--- src/msdl_defines.vh ---
// Purpose: Shared constants for the multi-drop serial link block
// Assumes: 20 MHz mclk, APB with 32-bit data, byte addresses
// Notes:   Included by msdl_link.v and by the bench
`ifndef MSDL_DEFINES_VH
`define MSDL_DEFINES_VH

// Clock and line rates
`define MSDL_CLK_HZ      20000000
`define MSDL_BAUD_9600   9600
`define MSDL_BAUD_19200  19200
`define MSDL_BAUD_38400  38400

// Bit periods in mclk cycles, clock over line rate, truncated
`define MSDL_PER_9600    12'h823
`define MSDL_PER_19200   12'h411
`define MSDL_PER_38400   12'h208

// APB register byte offsets
`define MSDL_REG_CTRL    8'h00
`define MSDL_REG_STATUS  8'h04
`define MSDL_REG_INT_EN  8'h08
`define MSDL_REG_INT_CLR 8'h0c
`define MSDL_REG_TXDATA  8'h10
`define MSDL_REG_RXDATA  8'h14
`define MSDL_REG_CFG     8'h18
`define MSDL_REG_TXBCC   8'h1c

// Reset values
`define MSDL_CTRL_RST    2'h0
`define MSDL_INT_EN_RST  6'h00

// Field positions
`define MSDL_CTRL_RX_EN  0
`define MSDL_CTRL_TX_EN  1
`define MSDL_ST_BUSY     8
`define MSDL_ST_NBITS    6

// Status event bits
`define MSDL_EV_RX_RDY   0
`define MSDL_EV_CHR_ERR  1
`define MSDL_EV_MSG_OK   2
`define MSDL_EV_MSG_BAD  3
`define MSDL_EV_TX_DONE  4
`define MSDL_EV_OVERRUN  5

// Message control characters
`define MSDL_ACK         8'h06
`define MSDL_NAK         8'h15
`define MSDL_STX         8'h02
`define MSDL_ETX         8'h03

// ASCII digits for the station number
`define MSDL_ASCII_0     8'h30
`define MSDL_ASCII_1     8'h31
`define MSDL_STATION_TEN 4'ha

`endif

--- src/msdl_link.v ---
// Purpose: Addressed asynchronous serial link for a multi-drop line
// Assumes: Format straps and station number are static pins
// Notes:   One character buffer each way; APB slave answers in 2 cycles
//
// Decided for this implementation: the register offsets and the APB interface to the registers.
`timescale 1ns/1ns
`default_nettype none
`include "msdl_defines.vh"

// Overview of operation
// RULE_01 - Characters are async, full duplex, one start bit, ASCII coded.
// RULE_02 - Data length strap off gives eight data bits, on gives seven.
// RULE_03 - Parity strap off adds and checks a parity bit, on omits it.
// RULE_04 - With parity in use, sense strap off is even, on is odd.
// RULE_05 - Stop strap off sends two stop bits, on sends one.
// RULE_06 - Rate straps give 9600, 19200, 38400, and 9600 for both on.
// RULE_07 - The unit holds a station number from 00 to 15.
// RULE_08 - The host addresses at most sixteen units on one line.
// RULE_09 - Each unit on a line must carry a unique station number.
// RULE_10 - Power must be cycled after a strap change before use.
// RULE_11 - Control codes are ACK 06h, NAK 15h, STX 02h and ETX 03h.
// RULE_12 - A block check byte is even column parity after STX up to ETX.
// RULE_13 - Parity failure or low first stop bit flags an error, drops frame.
// RULE_14 - Format and rate straps are taken at reset and then ignored.
module msdl_link #(
   parameter DATA_W = 32
) (
   // Clock and reset
   input  wire              mclk,
   input  wire              reset,
   // APB slave
   input  wire              psel,
   input  wire              penable,
   input  wire              pwrite,
   input  wire [7:0]        paddr,
   input  wire [DATA_W-1:0] pwdata,
   output reg  [DATA_W-1:0] prdata,
   output reg               pready,
   output reg               pslverr,
   // Format and station straps
   input  wire              data7_sel,
   input  wire              no_parity_sel,
   input  wire              odd_parity_sel,
   input  wire              one_stop_sel,
   input  wire              rate_select_high,
   input  wire              rate_select_low,
   input  wire [3:0]        station_number,
   // Line side
   input  wire              rxd,
   output reg               txd,
   output reg               txd_oe_n,
   // Interrupt
   output reg               irq
);
   localparam [1:0] R_IDLE  = 2'h0;
   localparam [1:0] R_START = 2'h1;
   localparam [1:0] R_DATA  = 2'h2;
   localparam [1:0] R_DONE  = 2'h3;
   localparam [1:0] M_IDLE  = 2'h0;
   localparam [1:0] M_BODY  = 2'h1;
   localparam [1:0] M_BCC   = 2'h2;
   // Strap synchronisers and one-time capture
   reg  [9:0]  strap_s1_q;
   reg  [9:0]  strap_s2_q;
   reg  [1:0]  cfg_wait_q;
   reg  [9:0]  cfg_q;
   reg         rxd_s1_q;
   reg         rxd_s2_q;
   reg         rxd_prev_q;
   // Software registers
   reg  [1:0]  ctrl_q;
   reg  [5:0]  int_en_q;
   reg  [5:0]  status_q;
   reg  [7:0]  rx_data_q;
   // Receiver
   reg  [1:0]  r_state_q;
   reg  [11:0] r_tmr_q;
   reg  [3:0]  r_idx_q;
   reg  [9:0]  r_bits_q;
   // Message tracker
   reg  [1:0]  m_state_q;
   reg  [7:0]  m_bcc_q;
   reg  [1:0]  m_idx_q;
   reg  [7:0]  m_ch1_q;
   reg  [7:0]  m_ch0_q;
   // Transmitter
   reg         tx_busy_q;
   reg  [11:0] tx_tmr_q;
   reg  [3:0]  tx_nb_q;
   reg  [10:0] tx_sr_q;
   reg  [7:0]  tx_bcc_q;
   reg         tx_in_msg_q;
   wire cfg_ok    = (cfg_wait_q == 2'h3);
   wire c_data7   = cfg_q[0];
   wire c_nopar   = cfg_q[1];
   wire c_odd     = cfg_q[2];
   wire c_onestop = cfg_q[3];
   wire [1:0] c_rate = cfg_q[5:4];
   wire [3:0] c_station = cfg_q[9:6];
   wire rx_en = ctrl_q[`MSDL_CTRL_RX_EN] & cfg_ok;
   wire tx_en = ctrl_q[`MSDL_CTRL_TX_EN] & cfg_ok;
   // Bit period from the rate straps; both on falls back to the slow rate
   reg  [11:0] period;
   always @* begin
      case (c_rate) // RULE_06
         2'b01:   period = `MSDL_PER_19200;
         2'b10:   period = `MSDL_PER_38400;
         default: period = `MSDL_PER_9600;
      endcase
   end
   // Frame geometry
   wire [3:0] dlen    = c_data7 ? 4'h7 : 4'h8; // RULE_02
   wire [3:0] par_n   = c_nopar ? 4'h0 : 4'h1; // RULE_03
   wire [3:0] stop_n  = c_onestop ? 4'h1 : 4'h2; // RULE_05
   wire [3:0] rx_need = dlen + par_n + 4'h1;
   wire [3:0] tx_tot  = 4'h1 + dlen + par_n + stop_n; // RULE_01
   // APB decode
   wire       acc   = psel & penable & ~pready;
   wire       wr_go = psel & penable & pready & pwrite;
   reg        hit;
   reg [31:0] rd_val;
   always @* begin
      hit = 1'b1;
      rd_val = 32'h0;
      if (paddr == `MSDL_REG_CTRL) begin
         rd_val[1:0] = ctrl_q;
      end else if (paddr == `MSDL_REG_STATUS) begin
         rd_val[5:0] = status_q;
         rd_val[`MSDL_ST_BUSY] = tx_busy_q;
      end else if (paddr == `MSDL_REG_INT_EN) begin
         rd_val[5:0] = int_en_q;
      end else if (paddr == `MSDL_REG_RXDATA) begin
         rd_val[7:0] = rx_data_q;
      end else if (paddr == `MSDL_REG_CFG) begin
         rd_val[9:0] = cfg_q;
         rd_val[10] = cfg_ok;
      end else if (paddr == `MSDL_REG_INT_CLR || paddr == `MSDL_REG_TXDATA
                   || paddr == `MSDL_REG_TXBCC) begin
         rd_val = 32'h0;
      end else begin
         hit = 1'b0;
      end
   end
   // Bus answer one cycle into the access phase
   always @(posedge mclk) begin
      if (reset) begin
         pready  <= 1'b0;
         pslverr <= 1'b0;
         prdata  <= {DATA_W{1'b0}};
      end else begin
         pready  <= acc;
         pslverr <= acc & ~hit;
         prdata  <= (acc & ~pwrite & hit) ? rd_val[DATA_W-1:0] : {DATA_W{1'b0}};
      end
   end
   // Software control registers
   always @(posedge mclk) begin
      if (reset) begin
         ctrl_q   <= `MSDL_CTRL_RST;
         int_en_q <= `MSDL_INT_EN_RST;
      end else if (wr_go) begin
         if (paddr == `MSDL_REG_CTRL) begin
            ctrl_q <= pwdata[1:0];
         end else if (paddr == `MSDL_REG_INT_EN) begin
            int_en_q <= pwdata[5:0];
         end
      end
   end
   // Straps pass two flops, then are frozen once; later changes need a reset
   always @(posedge mclk) begin
      if (reset) begin
         strap_s1_q <= 10'h000;
         strap_s2_q <= 10'h000;
         cfg_wait_q <= 2'h0;
         cfg_q      <= 10'h000;
      end else begin
         strap_s1_q <= {station_number, rate_select_high, rate_select_low,
                        one_stop_sel, odd_parity_sel, no_parity_sel, data7_sel};
         strap_s2_q <= strap_s1_q;
         if (cfg_wait_q != 2'h3)
            cfg_wait_q <= cfg_wait_q + 2'h1;
         if (cfg_wait_q == 2'h2)
            cfg_q <= strap_s2_q; // RULE_14 RULE_07
      end
   end
   // Line input synchroniser
   always @(posedge mclk) begin
      if (reset) begin
         rxd_s1_q   <= 1'b1;
         rxd_s2_q   <= 1'b1;
         rxd_prev_q <= 1'b1;
      end else begin
         rxd_s1_q   <= rxd;
         rxd_s2_q   <= rxd_s1_q;
         rxd_prev_q <= rxd_s2_q;
      end
   end
   // Received character decode
   wire [7:0] r_data  = c_data7 ? {1'b0, r_bits_q[6:0]} : r_bits_q[7:0];
   wire       r_parb  = r_bits_q[dlen];
   wire       r_stop  = r_bits_q[dlen + par_n];
   wire       r_perr  = ~c_nopar & ((^r_data) ^ r_parb ^ c_odd); // RULE_03 RULE_04
   wire       r_cerr  = r_perr | ~r_stop; // RULE_13
   wire       r_fin   = (r_state_q == R_DONE);
   wire       r_good  = r_fin & ~r_cerr;
   // Receiver: mid-bit sampling from the start edge
   always @(posedge mclk) begin
      if (reset) begin
         r_state_q <= R_IDLE;
         r_tmr_q   <= 12'h000;
         r_idx_q   <= 4'h0;
         r_bits_q  <= 10'h000;
      end else begin
         case (r_state_q)
            R_IDLE: begin
               if (rx_en & rxd_prev_q & ~rxd_s2_q) begin
                  r_state_q <= R_START;
                  r_tmr_q   <= {1'b0, period[11:1]};
               end
            end
            R_START: begin
               if (r_tmr_q != 12'h000) begin
                  r_tmr_q <= r_tmr_q - 12'h001;
               end else if (~rxd_s2_q) begin // RULE_01
                  r_state_q <= R_DATA;
                  r_tmr_q   <= period - 12'h001;
                  r_idx_q   <= 4'h0;
               end else begin
                  r_state_q <= R_IDLE; // Glitch, not a start bit
               end
            end
            R_DATA: begin
               if (r_tmr_q != 12'h000) begin
                  r_tmr_q <= r_tmr_q - 12'h001;
               end else begin
                  r_bits_q[r_idx_q] <= rxd_s2_q;
                  r_tmr_q <= period - 12'h001;
                  r_idx_q <= r_idx_q + 4'h1;
                  if (r_idx_q == rx_need - 4'h1)
                     r_state_q <= R_DONE;
               end
            end
            default: begin
               r_state_q <= R_IDLE; // Second stop bit unchecked; idle covers it
            end
         endcase
      end
   end
   // Expected station address in ASCII, tens then units
   wire       st_hi  = (c_station >= `MSDL_STATION_TEN);
   wire [3:0] st_lo  = st_hi ? c_station - `MSDL_STATION_TEN : c_station;
   wire [7:0] exp_c1 = st_hi ? `MSDL_ASCII_1 : `MSDL_ASCII_0;
   wire [7:0] exp_c0 = `MSDL_ASCII_0 + {4'h0, st_lo};
   wire       addr_ok = (m_ch1_q == exp_c1) & (m_ch0_q == exp_c0);
   wire       m_end   = r_good & (m_state_q == M_BCC) & (r_data != `MSDL_STX);
   wire       m_ok    = m_end & (r_data == m_bcc_q) & addr_ok; // RULE_12
   // Message tracker; a bad character drops the message in progress
   always @(posedge mclk) begin
      if (reset) begin
         m_state_q <= M_IDLE;
         m_bcc_q   <= 8'h00;
         m_idx_q   <= 2'h0;
         m_ch1_q   <= 8'h00;
         m_ch0_q   <= 8'h00;
      end else if (r_fin & r_cerr) begin
         m_state_q <= M_IDLE; // RULE_13
      end else if (r_good) begin
         if (r_data == `MSDL_STX) begin // RULE_11
            m_state_q <= M_BODY;
            m_bcc_q   <= 8'h00;
            m_idx_q   <= 2'h0;
         end else if (m_state_q == M_BODY) begin
            m_bcc_q <= m_bcc_q ^ r_data; // RULE_12
            if (m_idx_q != 2'h2)
               m_idx_q <= m_idx_q + 2'h1;
            if (m_idx_q == 2'h0)
               m_ch1_q <= r_data;
            if (m_idx_q == 2'h1)
               m_ch0_q <= r_data;
            if (r_data == `MSDL_ETX)
               m_state_q <= M_BCC; // RULE_11
         end else if (m_state_q == M_BCC) begin
            m_state_q <= M_IDLE;
         end
      end
   end
   // Events; a set in the same cycle as a clear wins
   wire [5:0] ev;
   assign ev[`MSDL_EV_RX_RDY]  = r_good;
   assign ev[`MSDL_EV_CHR_ERR] = r_fin & r_cerr; // RULE_13
   assign ev[`MSDL_EV_MSG_OK]  = m_ok;
   assign ev[`MSDL_EV_MSG_BAD] = m_end & ~m_ok;
   assign ev[`MSDL_EV_TX_DONE] = tx_busy_q & (tx_tmr_q == 12'h000) & (tx_nb_q == 4'h0);
   assign ev[`MSDL_EV_OVERRUN] = r_good & status_q[`MSDL_EV_RX_RDY];
   wire [5:0] clr = (wr_go && paddr == `MSDL_REG_INT_CLR) ? pwdata[5:0] : 6'h00;
   wire [5:0] status_d = (status_q & ~clr) | ev;
   // Sticky status, received byte and level interrupt
   always @(posedge mclk) begin
      if (reset) begin
         status_q  <= 6'h00;
         rx_data_q <= 8'h00;
         irq       <= 1'b0;
      end else begin
         status_q <= status_d;
         irq      <= |(status_d & int_en_q);
         if (r_good)
            rx_data_q <= r_data;
      end
   end
   // Transmit frame image, start bit excluded, stop bits held as ones above the data
   wire       tx_bcc_w = wr_go && paddr == `MSDL_REG_TXBCC;
   wire       tx_wr    = wr_go && paddr == `MSDL_REG_TXDATA;
   wire [7:0] tx_byte  = tx_bcc_w ? tx_bcc_q : pwdata[7:0];
   wire       tx_par   = (c_data7 ? ^tx_byte[6:0] : ^tx_byte) ^ c_odd; // RULE_04
   wire       tx_load  = (tx_wr | tx_bcc_w) & tx_en & ~tx_busy_q;
   reg [10:0] tx_img;
   always @* begin
      case ({c_data7, c_nopar}) // RULE_02 RULE_03
         2'b00:   tx_img = {2'b11, tx_par, tx_byte};
         2'b01:   tx_img = {3'b111, tx_byte};
         2'b10:   tx_img = {3'b111, tx_par, tx_byte[6:0]};
         default: tx_img = {4'b1111, tx_byte[6:0]};
      endcase
   end
   // Transmitter; writes while busy are dropped, driver released when idle
   always @(posedge mclk) begin
      if (reset) begin
         tx_busy_q <= 1'b0;
         tx_tmr_q  <= 12'h000;
         tx_nb_q   <= 4'h0;
         tx_sr_q   <= 11'h7ff;
         txd       <= 1'b1;
         txd_oe_n  <= 1'b1;
      end else if (tx_load) begin
         tx_busy_q <= 1'b1;
         tx_tmr_q  <= period - 12'h001;
         tx_nb_q   <= tx_tot - 4'h1;
         tx_sr_q   <= tx_img;
         txd       <= 1'b0; // RULE_01
         txd_oe_n  <= 1'b0;
      end else if (tx_busy_q) begin
         if (tx_tmr_q != 12'h000) begin
            tx_tmr_q <= tx_tmr_q - 12'h001;
         end else if (tx_nb_q != 4'h0) begin
            txd      <= tx_sr_q[0]; // RULE_05
            tx_sr_q  <= {1'b1, tx_sr_q[10:1]};
            tx_nb_q  <= tx_nb_q - 4'h1;
            tx_tmr_q <= period - 12'h001;
         end else begin
            tx_busy_q <= 1'b0;
            txd       <= 1'b1;
            txd_oe_n  <= 1'b1;
         end
      end
   end
   // Running block check over sent bytes after STX through ETX
   always @(posedge mclk) begin
      if (reset) begin
         tx_bcc_q    <= 8'h00;
         tx_in_msg_q <= 1'b0;
      end else if (tx_load & tx_wr) begin
         if (tx_byte == `MSDL_STX) begin // RULE_11
            tx_bcc_q    <= 8'h00;
            tx_in_msg_q <= 1'b1;
         end else if (tx_in_msg_q) begin
            tx_bcc_q <= tx_bcc_q ^ tx_byte; // RULE_12
            if (tx_byte == `MSDL_ETX)
               tx_in_msg_q <= 1'b0;
         end
      end
   end
endmodule
`default_nettype wire

--- config.mk ---
export PLATFORM = sky130hd
export DESIGN_NAME = msdl_link
export DESIGN_NICKNAME = d
export VERILOG_FILES = /design/src/msdl_link.v
export VERILOG_INCLUDE_DIRS = /design/src
export SDC_FILE = /design/constraint.sdc
export NUM_CORES = 1
export LEC_CHECK = 0
export ABC_AREA = 1
export BUFFER_PORTS_ARGS = -buffer_cell sky130_fd_sc_hd__buf_2
export CAP_MARGIN = 20
export CORE_MARGIN = 1.5
export CORE_UTILIZATION = 36
export DETAILED_ROUTE_END_ITERATION = 8
export GPL_ROUTABILITY_DRIVEN = 0
export SLEW_MARGIN = 25
export SYNTH_ARGS = -nofsm -noshare
export SYNTH_HDL_FRONTEND = slang
export SYNTH_SLANG_ARGS = --single-unit
--- constraint.sdc ---
create_clock -name mclk -period 3.76 [get_ports mclk]
set_clock_uncertainty 0.1 [all_clocks]
set_input_delay 0.188 -clock mclk [delete_from_list [all_inputs] [get_ports mclk]]
set_output_delay 0.188 -clock mclk [all_outputs]
set_load 0.01 [all_outputs]
==> impl_metrics.toml, run 1 <==
[drt]
drt_iter0_markers = 441
drc = 0
dr_total_vias = 7247
final_antenna_net_count = 0
wl_per_cell_um = 13.2
drt-vias-per-instance = 4.86
drt-pass1-iter-count = 5
wl_mm = 19.7

[finish]
final_nets = 1291
layout-drive-gt1-share = 0.0987
area_delta_synth_final_pct = 14.1
register_area_um2 = 3280
multiInputGateArea_um2 = 4160
fillCellCount = 2323
final_common_cell = "nand2_1"
final_util = 0.418
final_cell_mix = "nand2_1 (187), dfxtp_1 (164), inv_1 (156)"
diodes = 0

[power_and_ir_drop]
power.leakage_nw = 4.21
powerDensity_nw_per_um2 = 435
vdd_ir_drop_max_mv = 0.205

[critical_path]
worst_setup_path_end_kind = "register"
reg2reg_from = "cfg_q[1]"
worst_path_max_delay_cell = "dfxtp_1"
r2r_slack_ns = 0.89
reg2reg_to = "m_ch0_q[0]"
crit_path_max_incr_delay_ns = 0.42
worstPathRequired_ns = 4.02
cp_cell_sequence = "inv_1 > ha_1 > inv_1 > a21oi_1 > o21ai_1 > nand3_1 > o21ai_2 > nand2_2 > nor2_4 > nand2_4 > nor2_8 > o21ai_0 > a21oi_1"
cp-start-kind = "register"
arrival_ns = 3.14
crit_type = "reg2reg"
critPathMaxFanout = 21
r2r_cells = 13

[die]
core-area_um2 = 22600
die_x_um = 155
die_y_um = 155
initial_core_util = 0.366
die_area_um2 = 24000
rows = 55
io_pins = 93

[job]
drv_cap = 0

[global_route]
grt_start_max_net_pins = 63
groute.usage.overall = 0.171
grt_pass1_vias = 6774
grt.overflow.total = 0
grt_antenna_before_repair = 0
grt_first_pass_wirelength_mm = 32.8

[place]
dp_hpwl_mm = 14.0
port_buffers = 47

[sta]
hold_viol = 0
drv_slew = 0
tns_ns = 0
period_share = 0.764
rsz0062_at_grt = "no"
slew_headroom = 0.502
fin_crit_ns = 2.87
setup_violations = 0
fmax_ghz = 0.348
tightest_slew_ns = 0.747

[synth]
synth-xor-area-share = 0.0317
synth_mux_area_frac = 0
yosys.area_share.simple = 0.217
synth_cell_types = 50
synth_compound_gate_area_share = 0.179
avgSynthCellArea_um2 = 7.34
ys_async_sr_fraction = 0
synthFlopType = "dfxtp_1"
synth_edf_count = 0
synth_area_um2 = 8300
syn_inst = 1130
synthAdderAreaFrac = 0.0646
synth-seq-cells = 164
yosysWarnings = 0
seq_area_frac_synth = 0.396
synth_top_family_by_area = "simple AND/OR/NAND/NOR gates"

[worst_hold_path]
min_from = "penable"
hold_depth = 5
worstHoldPathType = "in2reg"
worstHoldEndpoint = "pslverr"

[clocking]
cts_num_sinks = 164
post-cts-setup-buffer-count = 0
clk-insertion-delay-late_ns = 0.43
cts_inserted_buffers = 17
cts_max_path_buffers = 2
postCtsHoldBufs = 19
cts_tree = "built"
clk_pin_slew_ns = 0.06
htree_num_levels = 4
cts_root_buf = "clkbuf_16"
cts_resized = 0

[run_status]
outcome = "completed"
registers in the layout, summed over array words and instances, names as in the netlist, 8 cells and up:
| signal | cells |
|---|---|
| rx_data_q | 8 |
| strap_s2_q | 10 |
| m_bcc_q | 8 |
| tx_tmr_q | 12 |
| strap_s1_q | 10 |
| prdata | 11 |
| m_ch0_q | 8 |
| tx_sr_q | 9 |
| tx_bcc_q | 8 |
| m_ch1_q | 8 |
| cfg_q | 10 |
| r_tmr_q | 12 |
| r_bits_q | 10 |
how the worst max path moves through the flow:
stage / startpoint / end / slack (ns) / cells past startpoint
2_1_floorplan: cfg_q[0] / m_ch0_q[6] / 1.26 / 17
3_3_place_gp: cfg_q[0] / m_ch0_q[2] / 0.95 / 17
3_5_place_dp: cfg_q[1] / m_ch0_q[0] / 0.90 / 13
4_1_cts: cfg_q[1] / m_ch0_q[0] / 0.90 / 13
5_1_grt: cfg_q[0] / m_ch0_q[5] / 0.51 / 17
6_report: cfg_q[1] / m_ch0_q[0] / 0.89 / 13
kinds of logic after synthesis:
kind of cell,count (synthesis)
compound gates,269
xor+xnor,30
fa+ha+maj,41
buf+inv,213
flops,164
other cells,1
simple gates,412
layout make-up:
| cell class | instances | area share |
|---|---|---|
| sequential | 164 | 0.347 |
| multi-input combinational | 773 | 0.440 |
| clock inverter | 10 | 0.0115 |
| timing repair buffer | 75 | 0.0521 |
| inverter | 163 | 0.0646 |
| clock buffer | 21 | 0.0476 |
| tap | 285 | 0.0377 |
per-layer routing:
metal | share of wire | routed length, µm | global-route usage
met3 | 0.037 | 738 | 0.0283
met2 | 0.45 | 8840 | 0.272
met5 | 0 | 0 | 0
met1 | 0.49 | 9750 | 0.230
met4 | 0.020 | 385 | 0.0678
report_power, final:
part	switching, mW	leakage [nW]	internal (mW)
Sequential	0.0463	1.33	1.79
Combinational	0.391	2.61	0.212
Clock	0.696	0.272	0.985
cells in the mapped netlist (all sizes together) (4+ instances only):
cell / instances / area (µm²)
xor2: 24 / 210
o211ai: 8 / 65.1
a221oi: 5 / 50.0
nand4: 8 / 50.1
nand2: 191 / 732
o21ai: 120 / 612
nor3: 16 / 80.1
a41oi: 4 / 35.0
nand3: 58 / 305
dfxtp: 164 / 3280
a21oi: 114 / 586
inv: 163 / 612
ha: 38 / 475
buf: 31 / 243
a211oi: 4 / 30.0
xnor2: 6 / 52.6
nand3b: 6 / 45.0
or2: 5 / 31.3
nor2: 124 / 526
a31oi: 4 / 25.0
clkbuf: 19 / 71.3
per-stage QoR:
step / instances / total power [mW] / worst slack [ns] / hold WS [ns] / area, µm²
floorplan: 1150 / 2.31 / 1.26 / 0.192 / 8370
global placement: 1441 / 2.45 / 0.953 / 0.289 / 8720
detailed placement: 1441 / 2.46 / 0.903 / 0.288 / 8720
CTS: 1491 / 4.16 / 0.895 / 0.0357 / 9470
global route: 1491 / 4.32 / 0.507 / 0.0684 / 9470
finish: 1491 / 4.12 / 0.888 / 0.0383 / 9470
critical path, delay by kind of cell, from the launching register on:
kind	cells	cell delay, ns
AOI/OAI and AO/OA	5	0.52
buffers and inverters	2	0.33
DFF	1	0.42
adders and majority gates	1	0.42
and+or+nand+nor	5	1.00
Note: power is estimated with default switching activity, not from simulation.
==> inputs of run 2 (changes only) <==
clock period = 2.8 ns   (was 3.76 ns; I/O delays follow)
==> run 2 against run 1 <==
  * Sequential share of layout area down 0.69 points
  * Cell count up 1.1%
  * Sequential cell count unchanged
  * Utilization up 0.85 points
==> impl_metrics.toml, run 2 (synthesis gave the netlist of run 1 again) <==
[run_status]
outcome = "completed"

[global_route]
grt.overflow.total = 0
grt_start_max_net_pins = 55
grt_first_pass_wirelength_mm = 32.5
groute.usage.overall = 0.170
grt_antenna_before_repair = 0
grt_pass1_vias = 6611

[worst_hold_path]
worstHoldPathType = "in2reg"
worstHoldEndpoint = "prdata[0]"
hold_depth = 4
min_from = "pwrite"

[finish]
final_cell_mix = "nand2_1 (187), dfxtp_1 (164), inv_1 (156)"
area_delta_synth_final_pct = 16.4
layout-drive-gt1-share = 0.111
final_nets = 1308
diodes = 0
final_common_cell = "nand2_1"
finalNonFillerCells = 1507
reg_top3 = "r_tmr_q: 12 flops, tx_tmr_q: 12 flops, prdata: 11 flops"

[sta]
worst_hold_slack_ns = 0.0252
period_share = 0.879
tightest_slew_ns = 0.722
setup_violations = 0
fmax_ghz = 0.406
tns_ns = 0
slew_headroom = 0.517
fin_crit_ns = 2.46
hold_viol = 0
rsz0062_at_grt = "no"
drv_slew = 0
setup_ws_ns = 0.338

[clocking]
cts_inserted_buffers = 17
cts_max_path_buffers = 2
cts_num_sinks = 164
cts_root_buf = "clkbuf_16"
clk_pin_slew_ns = 0.06
htree_num_levels = 4
clk-insertion-delay-late_ns = 0.43
cts_tree = "built"

[drt]
wl_per_cell_um = 13.1
dr_total_vias = 7299
drt-vias-per-instance = 4.84
final_antenna_net_count = 0
drc = 0
wl_mm = 19.7
drt-pass1-iter-count = 5
drt_iter0_markers = 439

[die]
die_area_um2 = 24000
io_pins = 93
die_y_um = 155
initial_core_util = 0.366
rows = 55
core-area_um2 = 22600
die_x_um = 155

[power_and_ir_drop]
vdd_ir_drop_max_mv = 0.305
powerDensity_nw_per_um2 = 588
finalPower_mw = 5.68
power.leakage_nw = 4.32

[critical_path]
r2r_slack_ns = 0.35
worst_path_max_delay_cell = "dlygate4sd3_1"
crit_buf_inv = 6
worstPathRequired_ns = 3.06
reg2reg_to = "tx_bcc_q[1]"
worst_setup_path_end_kind = "register"
critPathMaxFanout = 19
reg2reg_from = "pready"
cp_cell_sequence = "dlygate4sd3_1 > buf_2 > nand2_1 > nor2_2 > nand2_4 > o21ai_0 > inv_1 > ha_1 > nand3_1 > inv_1 > nand2_1 > inv_1 > o21ai_2 > inv_2 > nand2_1 > o21ai_1 > a21oi_1"
crit_type = "in2reg"
r2r_cells = 15
cp-start-kind = "primary input"
crit_path_max_incr_delay_ns = 0.52
critical-path-top-delay-family = "buffers and inverters"
arrival_ns = 2.72

[place]
dp_slack_ns = 0.159
port_buffers = 47
post-place-cells = 1457
dp_hpwl_mm = 14.4

[job]
drv_cap = 0
==> run 2: cell type report <==
cell class,instances,area (µm²)
Tap cell,285,357
Clock buffer,22,474
Clock inverter,8,126
Inverter,163,612
Timing Repair Buffer,92,636
Sequential cell,164,3280
Fill cell,2329,13000
Multi-Input combinational cell,773,4170
==> run 2: metrics by stage <==
stage | instance area, µm² | util
4_1_cts | 9650 | 0.426
3_3_place_gp | 8850 | 0.391
5_1_grt | 9660 | 0.427
3_5_place_dp | 8850 | 0.391
2_1_floorplan | 8370 | -
6_report | 9660 | 0.427
==> run 2: where the power goes <==
part	switching, mW	internal [mW]
clock	0.934	1.46
sequential	0.0617	2.40
combinational	0.524	0.296
==> run 2: timing repair <==
action,4_1_cts,5_1_grt
endpoints found under the hold margin,22,0
resized for setup,0,3
setup endpoints to repair,0,10
hold buffers,20,0
buffers inserted,0,0
==> run 2: worst max path at each step <==
stage,from,end,cells after the start
after floorplan,cfg_q[0],m_ch0_q[6],17
after global placement,paddr[1],tx_sr_q[7],15
after detailed placement,paddr[1],tx_sr_q[7],15
after CTS,pready,tx_sr_q[7],13
after global routing,cfg_q[1],m_ch0_q[4],13
final,penable,tx_bcc_q[1],17
==> run 2: per-layer routing <==
metal,vias to the layer above,wire length [µm],part of all wire,global-route usage
li1,3799,-,-,-
met1,3352,9800,0.50,0.232
met2,128,8960,0.45,0.274
met3,20,688,0.035,0.0289
met4,0,257,0.013,0.0517
met5,-,0,0,0
==> run 2: worst min-delay path: cells and delay by family <==
family | cells | cell delay [ns]
buffers and inverters | 1 | 0.09
and+or+nand+nor | 2 | 0.18
AOI/OAI and AO/OA | 1 | 0.08
